`src/core/error_monitor_pkg.sv`:
```
// Constants for the superframe error monitor and its register map
package error_monitor_pkg;

    // ==========================================================
    // Register word addresses (byte address = 4 * index) and bus address width
    localparam logic [2:0] reg_far_count = 3'h0;
    localparam logic [2:0] reg_near_count = 3'h1;
    localparam logic [2:0] reg_control = 3'h2;
    localparam logic [2:0] reg_status = 3'h3;
    localparam int addr_width = 5;

    // ==========================================================
    // Control register bit positions
    localparam int ctl_far_source = 0;
    localparam int ctl_far_input = 1;
    localparam int ctl_wrap = 2;
    localparam int ctl_crc_invert = 3;
    localparam int ctl_single = 4;
    localparam int ctl_width = 5;

    // Status register bit positions
    localparam int st_received_far = 0;
    localparam int st_near = 1;
    localparam int st_lock = 2;
    localparam int st_link = 3;
    localparam int st_tx_far = 4;
    localparam int st_invert_active = 5;

    // ==========================================================
    // Reset values and counter maximum
    localparam logic [7:0] count_reset = 8'h00;
    localparam logic [7:0] count_max = 8'hFF;
    localparam logic [ctl_width-1:0] control_reset = 5'h02;

    // ==========================================================
    // Basic frame numbers within a superframe
    localparam logic [3:0] frame_first = 4'h1;
    localparam logic [3:0] frame_far_tx = 4'h2;
    localparam logic [3:0] frame_nt_inv_first = 4'h4;
    localparam logic [3:0] frame_nt_inv_last = 4'h7;
    localparam logic [3:0] frame_last = 4'h8;

endpackage : error_monitor_pkg

```
`src/core/error_counter.sv`:
```
// Eight-bit saturating or wrapping error counter with software load
`timescale 1ns/1ps
module error_counter
    import error_monitor_pkg::*;
(
    input wire logic clk,
    input wire logic resetn,
    input wire logic increment,
    input wire logic wrap_enable,
    input wire logic load,
    input wire logic [7:0] load_value,
    output logic [7:0] count
);

    always_ff @(posedge clk or negedge resetn) begin
        if (!resetn) begin
            count <= count_reset;
        end else if (load) begin
            count <= load_value;
        end else if (increment) begin
            if (count != count_max || wrap_enable) begin
                count <= count + 8'h01;
            end
        end
    end
endmodule : error_counter

```
`src/core/error_monitor.sv`:
```
// Far-end and near-end block error monitoring with crc corruption
`timescale 1ns/1ps
module error_monitor
    import error_monitor_pkg::*;
(
    input wire logic clk,
    input wire logic resetn,
    // Avalon-MM slave
    input wire logic [addr_width-1:0] address,
    input wire logic read,
    input wire logic write,
    input wire logic [3:0] byteenable,
    input wire logic [31:0] writedata,
    output logic [31:0] readdata,
    output logic waitrequest,
    // Receive side superframe events, same clock
    input wire logic rx_superframe_end,
    input wire logic rx_far_error_bit,
    input wire logic rx_crc_match,
    input wire logic superframe_period_tick,
    // Link state pins
    input wire logic superframe_lock,
    input wire logic link_established,
    input wire logic line_end_mode,
    // Transmit side timing, same clock
    input wire logic tx_frame_end,
    input wire logic [3:0] tx_frame_number,
    input wire logic tx_superframe_end,
    input wire logic tx_crc_bit,
    // Transmit outputs
    output logic tx_far_error_bit,
    output logic tx_far_error_valid,
    output logic tx_crc_out
);

    // ==========================================================
    // Pin synchronisers
    logic lock_meta;
    logic lock_sync;
    logic link_meta;
    logic link_sync;
    logic mode_meta;
    logic mode_sync;

    always_ff @(posedge clk or negedge resetn) begin
        if (!resetn) begin
            lock_meta <= 1'b0;
            lock_sync <= 1'b0;
            link_meta <= 1'b0;
            link_sync <= 1'b0;
            mode_meta <= 1'b0;
            mode_sync <= 1'b0;
        end else begin
            lock_meta <= superframe_lock;
            lock_sync <= lock_meta;
            link_meta <= link_established;
            link_sync <= link_meta;
            mode_meta <= line_end_mode;
            mode_sync <= mode_meta;
        end
    end

    logic in_sync;
    assign in_sync = lock_sync && link_sync;

    // ==========================================================
    // Bus slave
    logic [ctl_width-1:0] control;
    logic [7:0] far_error_count;
    logic [7:0] near_error_count;
    logic received_far_error_bit;
    logic computed_near_error_bit;
    logic crc_invert_active;
    logic access_done;

    logic far_error_source_select;
    logic far_error_input_bit;
    logic error_counter_wrap_enable;
    logic crc_invert_request;
    logic crc_invert_single_superframe;
    assign far_error_source_select = control[ctl_far_source];
    assign far_error_input_bit = control[ctl_far_input];
    assign error_counter_wrap_enable = control[ctl_wrap];
    assign crc_invert_request = control[ctl_crc_invert];
    assign crc_invert_single_superframe = control[ctl_single];

    logic word_hit;
    logic [2:0] word_index;
    logic write_take;
    assign word_index = address[4:2];
    assign word_hit = address[1:0] == 2'h0;
    assign waitrequest = (read || write) && !access_done;
    assign write_take = write && !waitrequest && word_hit && byteenable[0];

    always_ff @(posedge clk or negedge resetn) begin
        if (!resetn) begin
            access_done <= 1'b0;
        end else begin
            access_done <= (read || write) && !access_done;
        end
    end

    always_ff @(posedge clk or negedge resetn) begin
        if (!resetn) begin
            readdata <= 32'h0000_0000;
        end else if (read && !access_done) begin
            readdata <= 32'h0000_0000;
            if (word_hit) begin
                case (word_index)
                    reg_far_count: readdata[7:0] <= far_error_count;
                    reg_near_count: readdata[7:0] <= near_error_count;
                    reg_control: readdata[ctl_width-1:0] <= control;
                    reg_status: begin
                        readdata[st_received_far] <= received_far_error_bit;
                        readdata[st_near] <= computed_near_error_bit;
                        readdata[st_lock] <= lock_sync;
                        readdata[st_link] <= link_sync;
                        readdata[st_tx_far] <= tx_far_error_bit;
                        readdata[st_invert_active] <= crc_invert_active;
                    end
                    default: readdata <= 32'h0000_0000;
                endcase
            end
        end
    end

    // ==========================================================
    // Control register and crc corruption request
    logic auto_clear;
    assign auto_clear = crc_invert_single_superframe && crc_invert_request && tx_superframe_end;

    always_ff @(posedge clk or negedge resetn) begin
        if (!resetn) begin
            control <= control_reset;
        end else begin
            if (write_take && word_index == reg_control) begin
                control <= writedata[ctl_width-1:0];
            end
            if (auto_clear) begin
                control[ctl_crc_invert] <= 1'b0;
            end
        end
    end

    // ==========================================================
    // Received error bits
    always_ff @(posedge clk or negedge resetn) begin
        if (!resetn) begin
            received_far_error_bit <= 1'b1;
        end else if (rx_superframe_end && in_sync) begin
            received_far_error_bit <= rx_far_error_bit;
        end
    end

    always_ff @(posedge clk or negedge resetn) begin
        if (!resetn) begin
            computed_near_error_bit <= 1'b0;
        end else if (!in_sync) begin
            computed_near_error_bit <= 1'b0;
        end else if (rx_superframe_end) begin
            computed_near_error_bit <= rx_crc_match;
        end
    end

    // ==========================================================
    // Error counters
    logic far_increment;
    logic near_increment;
    assign far_increment = rx_superframe_end && in_sync && !rx_far_error_bit;
    assign near_increment = (rx_superframe_end && in_sync && !rx_crc_match)
        || (superframe_period_tick && link_sync && !lock_sync);

    error_counter far_counter (
        .clk(clk),
        .resetn(resetn),
        .increment(far_increment),
        .wrap_enable(error_counter_wrap_enable),
        .load(write_take && word_index == reg_far_count),
        .load_value(writedata[7:0]),
        .count(far_error_count)
    );

    error_counter near_counter (
        .clk(clk),
        .resetn(resetn),
        .increment(near_increment),
        .wrap_enable(error_counter_wrap_enable),
        .load(write_take && word_index == reg_near_count),
        .load_value(writedata[7:0]),
        .count(near_error_count)
    );

    // ==========================================================
    // Outgoing far error bit
    logic next_far_bit;
    always_comb begin
        if (far_error_source_select) begin
            next_far_bit = far_error_input_bit;
        end else begin
            next_far_bit = computed_near_error_bit && far_error_input_bit;
        end
    end

    always_ff @(posedge clk or negedge resetn) begin
        if (!resetn) begin
            tx_far_error_bit <= 1'b1;
            tx_far_error_valid <= 1'b0;
        end else begin
            tx_far_error_valid <= tx_frame_end && tx_frame_number == frame_far_tx;
            if (tx_frame_end && tx_frame_number == frame_far_tx) begin
                tx_far_error_bit <= next_far_bit;
            end
        end
    end

    // ==========================================================
    // Transmitted crc corruption
    logic frame_in_window;
    always_comb begin
        if (mode_sync) begin
            frame_in_window = tx_frame_number >= frame_first
                && tx_frame_number <= frame_last;
        end else begin
            frame_in_window = tx_frame_number >= frame_nt_inv_first
                && tx_frame_number <= frame_nt_inv_last;
        end
    end

    assign crc_invert_active = crc_invert_request && frame_in_window;

    always_ff @(posedge clk or negedge resetn) begin
        if (!resetn) begin
            tx_crc_out <= 1'b0;
        end else begin
            tx_crc_out <= tx_crc_bit ^ crc_invert_active;
        end
    end
endmodule : error_monitor

```
`config.mk`:
```
export PLATFORM = sky130hd
export DESIGN_NAME = error_monitor
export DESIGN_NICKNAME = d
export VERILOG_FILES = /design/src/core/error_monitor_pkg.sv /design/src/core/error_counter.sv /design/src/core/error_monitor.sv
export SDC_FILE = /design/constraint.sdc
export NUM_CORES = 1
export LEC_CHECK = 0
export BUFFER_PORTS_ARGS = -buffer_cell sky130_fd_sc_hd__clkbuf_2
export CORE_ASPECT_RATIO = 1.75
export CORE_MARGIN = 2
export CORE_UTILIZATION = 40
export DETAILED_ROUTE_END_ITERATION = 8
export PLACE_DENSITY_LB_ADDON = 0.08
export SETUP_SLACK_MARGIN = 0.3
export SYNTH_ARGS = -nofsm -noshare
export SYNTH_HDL_FRONTEND = slang
export SYNTH_SLANG_ARGS = --single-unit
```
`constraint.sdc`:
```
create_clock -name clk -period 1.4 [get_ports clk]
set_clock_uncertainty 0.05 [all_clocks]
set_input_delay 0.28 -clock clk [delete_from_list [all_inputs] [get_ports clk]]
set_output_delay 0.28 -clock clk [all_outputs]
set_load 0.02 [all_outputs]
```
# == Yosys cells after proc, flatten, opt, wreduce, memory -nomap -nowiden ==
# Index checks and enable logic that the tools add are counted.
# totals
in_bits,59
ff_bits,65
out_inout_bits,36
# op_classes
eq_ne,7
bitwise_logic,1
n_reduce_logical,39
n_lt_le_gt_ge,4
add_sub_neg,2
mux,16
# ops
cell,n
two-way mux 8 bit,7
logical AND 1 bit,21
one-hot mux 5 bit (4 select lines),1
"adder 8 x 1 -> 8 bit, second input constant",2
"inequality test 8 bit, second input constant",2
nonzero test 2 bit,5
"== test 3 x 2 -> 1 bit, second input constant",2
zero test 1 bit,5
two-way mux 1 bit,5
"== test 4 x 2 -> 1 bit, second input constant",1
"greater-or-equal comparator 4 x 1 -> 1 bit, second input constant",1
"greater-or-equal comparator 4 x 3 -> 1 bit, second input constant",1
"<= comparator 4 x 3 -> 1 bit, second input constant",1
"<= comparator 4 bit, second input constant",1
logical OR 1 bit,4
two-way mux 4 bit,1
one-hot mux 2 bit (2 select lines),1
AND reduction 2 bit,2
"== test 3 x 1 -> 1 bit, second input constant",1
zero test 3 bit,1
one-hot mux 1 bit (3 select lines),1
zero test 2 bit,1
"inequality test 2 bit, second input constant",1
bitwise XOR 1 bit,1

# == Longest topological paths before layout ==
# depth
ltp_word,9
ltp_mapped,6

# == By module ==
# From an unflattened synthesis, not the netlist that was laid out.
# unflattened
cells_unflattened,250
hier_area_um2,2467.4
# by_module_without_submodules
mod,area_per_inst_um2,n_inst,cells_per_inst
error_monitor,1351.3,1,124
error_counter,558.0,2,63

# == Worst setup path before layout ==
# No wires, ideal clock.
# synth_timing
path_type,register to register
from,register far_counter.count[0]
to,register far_counter.count[5]
setup_time_ns,0.129
arrival_time_ns,1.356
path_slack_ns,-0.135
stages_incl_launch_ff,7
required_time_ns,1.221
path_buffers,0
path_cell_list,dfrtp_1 ha_1 nand2_2 o31ai_4 nor3_1 xnor2_1 o21ai_1
# synth_via
elab_chain_cells,4
word_cells_on_any_way,8
# synth_rtl
item,line_no,rtl
from (decl),error_counter.sv:12,output logic [7:0] count
from (signal assigned),error_counter.sv:17,count <= count_reset;
from (signal assigned),error_counter.sv:19,count <= load_value;
from (signal assigned),error_counter.sv:22,count <= count + 8'h01;
adder 8 x 1 -> 8 bit / inequality test 8 bit (equally long branches),"error_counter.sv:22, error_counter.sv:21",
two-way mux 8 bit / logical OR 1 bit (equally long branches),error_counter.sv:21,if (count != count_max || wrap_enable) begin
two-way mux 8 bit / nonzero test 2 bit (equally long branches),-,
two-way mux 8 bit / AND reduction 2 bit (equally long branches),-,
# Parallel ways exist; a longest one is shown, timed or not. The select of a mux whose other input is x is not followed.
# A chain may end at the register's enable or synchronous reset.

# == Final worst setup path ==
# layout_timing
from,register near_counter.count[1]
to,register near_counter.count[3]
# layout_via
elab_chain_cells,4
word_cells_on_any_way,8
# layout_rtl
item,line_no
from (decl),error_counter.sv:12
from (signal assigned),error_counter.sv:17
from (signal assigned),error_counter.sv:19
from (signal assigned),error_counter.sv:22
adder 8 x 1 -> 8 bit / inequality test 8 bit (equally long branches),"error_counter.sv:22, error_counter.sv:21"
two-way mux 8 bit / logical OR 1 bit (equally long branches),error_counter.sv:21
two-way mux 8 bit / nonzero test 2 bit (equally long branches),-
two-way mux 8 bit / AND reduction 2 bit (equally long branches),-
# Parallel ways exist; a longest one is shown, timed or not. The select of a mux whose other input is x is not followed.

==> results_dict.tcl <==
set metrics [dict create \
    status "complete, but fails checks" \
    violations "negative setup slack" \
    cts_sinks 41 \
    required_ns 1.54 \
    drtAntennaViolNets 0 \
    clock_latency_ns 0.30 \
    grt_pass1_vias 1925 \
    slew_viol_final 0 \
    via_count 1883 \
    p_leak_nw 1.62 \
    synthTopCellsByArea "dfrtp_1, buf_4, xnor2_1, mux4_2, dfstp_2" \
    htreeDepth 2 \
    placed_cells 365 \
    io-pin-count 95 \
    netlist_instances 209 \
    p_total_mw 4.00 \
    dp_slack_ns -0.277 \
    rows 36 \
    routed_wl_mm 5.54 \
    max-vdd-ir-drop_mv 0.946 \
    final_util_pct 63.0 \
    yosysUniqueCellTypes 45 \
    finalNonFillerCells 400 \
    synth_area_leader_cell "dfrtp_1" \
    finalInstanceArea_um2 3490 \
    hold_depth 1 \
    initial_core_util_pct 41.2 \
    core-area_um2 5540 \
    holdPathEnd "mode_meta" \
    r2r-end "near_counter.count[3]" \
    area_delta_synth_final_pct 53.0 \
    cts_buffer_depth 2 \
    hold_ws_ns 0.0270 \
    routabilityCongestion 0.869 \
    n_antenna_cell 0 \
    reg2reg_from "near_counter.count[1]" \
    worst-setup-path-type "reg -> reg" \
    avgSynthCellArea_um2 10.9 \
    dpl.hpwl_mm 4.03 \
    drc 0 \
    fillers 488 \
    clockRootBuffer "clkbuf_8" \
    hold_viol 0 \
    globalRoute.totalOverflow 0 \
    die_h_um 104 \
    p_sw_share_pct 30.5 \
    post-route-period-util_pct 120 \
    clk_pin_slew_ns 0.08 \
    io_buffers 43 \
    end_kind "flop" \
    syn-cell-area_um2 2280 \
    start_kind "flop" \
    viasPerCell 4.71 \
    netlist.area_leader.share_pct 41.7 \
    hp-start "line_end_mode" \
    antenna_found_initial 0 \
    grt_usage_pct 19.0 \
    fin_nets 384 \
    reg2reg_depth 6 \
    yosysWarnings 0 \
    cap_violations 0 \
    cts-buffers-inserted 5 \
    rrSetupSlack_ns -0.28 \
    fin_ws_ns -0.280 \
    grt_pass1_wl_mm 8.88 \
    die_area_um2 6350 \
    grt_max_degree 42 \
    fmax_mhz 595 \
    drtIter0Drc 50 \
    cp-startpoint "near_counter.count[1]" \
    final.setup.tns_ns -2.89 \
    ys_seq_elements 41 \
    clkPwrFrac_pct 24.2 \
    setup_viol 19 \
    path_max_fanout 3 \
    synth_seq_area_share_pct 45.1 \
    final_cell_mix "buf_4, dfrtp_1, clkbuf_2, conb_1, nand2_1" \
    hp-class "in -> reg" \
    rsz0062_at_grt "yes" \
    switching_power_mw 1.22 \
    drtPass1Iterations 4 \
    arrival_ns 1.82 \
    drt-wirelength-per-cell_um 13.9 \
    seqPwrFrac_pct 37.9 \
    power.density_nw_per_um2 1150 \
    period_needed_ns 1.68 \
    layout_commonest_cell "buf_4" \
    combPwrFrac_pct 37.8 \
    cts_tree "yes" \
    drive_gt1_share_pct 52.8 \
    die_w_um 61.1 \
    placed_area_um2 2880 \
    intPower_mw 2.78 \
]
## cell usage after synthesis
| cell | instances |
|---|---|
| dfrtp_1 | 38 |
| buf_4 | 26 |
| nand2_1 | 21 |
| xnor2_1 | 13 |
| nor2_1 | 12 |
| o21ai_1 | 12 |
| a22o_1 | 6 |
| mux2i_1 | 6 |
| nand3_1 | 6 |
| inv_1 | 5 |
| mux2_1 | 5 |
| mux4_2 | 5 |
| nor3_1 | 4 |
| o21ai_0 | 4 |
| dfstp_2 | 3 |
| nand2b_1 | 3 |
| nor4_2 | 3 |
| a21oi_1 | 2 |
| and4b_1 | 2 |
| buf_2 | 2 |
| ha_1 | 2 |
| nor3_4 | 2 |
| o21ai_2 | 2 |
| o22ai_1 | 2 |
| o31ai_1 | 2 |
| xor2_1 | 2 |
| a21o_2 | 1 |
| a31oi_1 | 1 |
| and4_1 | 1 |
| clkbuf_1 | 1 |
| conb_1 | 1 |
| mux2_2 | 1 |
| nand2_2 | 1 |
| nand2b_2 | 1 |
| nand3_2 | 1 |
| nand3b_1 | 1 |
| nand4_1 | 1 |
| nand4b_1 | 1 |
| nor3_2 | 1 |
| nor3b_1 | 1 |
| nor4_1 | 1 |
| nor4b_2 | 1 |
| o2111ai_2 | 1 |
| o211ai_1 | 1 |
| o31ai_4 | 1 |
## layout make-up
cell class / count / area, µm² / area share, %
sequential: 41 / 1030 / 29.5
inverter: 5 / 18.8 / 0.538
timing repair buffer: 113 / 930 / 26.6
multi-input combinational: 157 / 1310 / 37.4
clock buffer: 6 / 72.6 / 2.08
tap: 76 / 95.1 / 2.72
clock inverter: 2 / 38.8 / 1.11
## kinds of logic after synthesis
logic type      Yosys count  share of synthesized area [%]
fa+ha+maj                 2                           1.10
compound gates           35                           10.8
buf+inv                  34                           9.98
simple gates             64                           16.6
mux                      17                           10.5
xor+xnor                 15                           5.76
other cells               1                          0.164
flops                    41                           45.1
## worst max-delay path by stage
stage | to | slack [ns] | cells past startpoint
final | near_counter.count[3] | -0.28 | 6
after global routing | near_counter.count[3] | -0.33 | 6
after CTS | near_counter.count[3] | -0.23 | 6
after detailed placement | near_counter.count[7] | -0.28 | 7
after global placement | near_counter.count[7] | -0.29 | 7
after floorplan | near_counter.count[3] | -0.13 | 6
## timing repair
action / in CTS / in global routing
gates cloned: 0 / 1
hold buffers: 1 / 0
gates resized for setup: 40 / 27
hold endpoints to repair: 38 / 0
buffers inserted: 18 / 7
setup endpoints to repair: 41 / 42
pin swaps: 8 / 11
## worst max-delay path, stage by stage (launching register included)
cell       delay [ns]
dfrtp_1          0.38
ha_2             0.19
nand4b_1         0.17
o2111ai_2        0.29
nor2_1           0.10
xor2_1           0.14
mux2_2           0.26
## per-layer routing
metal | vias to the layer above | track usage, % | wire [µm]
li1 | 921 | - | -
met1 | 897 | 22.2 | 2000
met2 | 52 | 30.9 | 3050
met3 | 13 | 3.98 | 240
met4 | 0 | 10.4 | 248
met5 | - | 0 | 0
## sequential cells by signal, indices dropped and copies added, names as in the netlist, 5 cells and up
signal,count
control,5
far_counter.count,8
near_counter.count,8
readdata,8
## power groups by stage
| stage | sequential, mW | combinational (mW) | clock, mW |
|---|---|---|---|
| after floorplan | 1.60 | 0.609 | 0 |
| after global routing | 1.54 | 1.65 | 1.04 |
| after global placement | 1.52 | 1.16 | 0 |
| after detailed placement | 1.53 | 1.17 | 0 |
| final | 1.52 | 1.51 | 0.970 |
| after CTS | 1.52 | 1.42 | 0.982 |
Note: power is estimated with default switching activity, not from simulation.
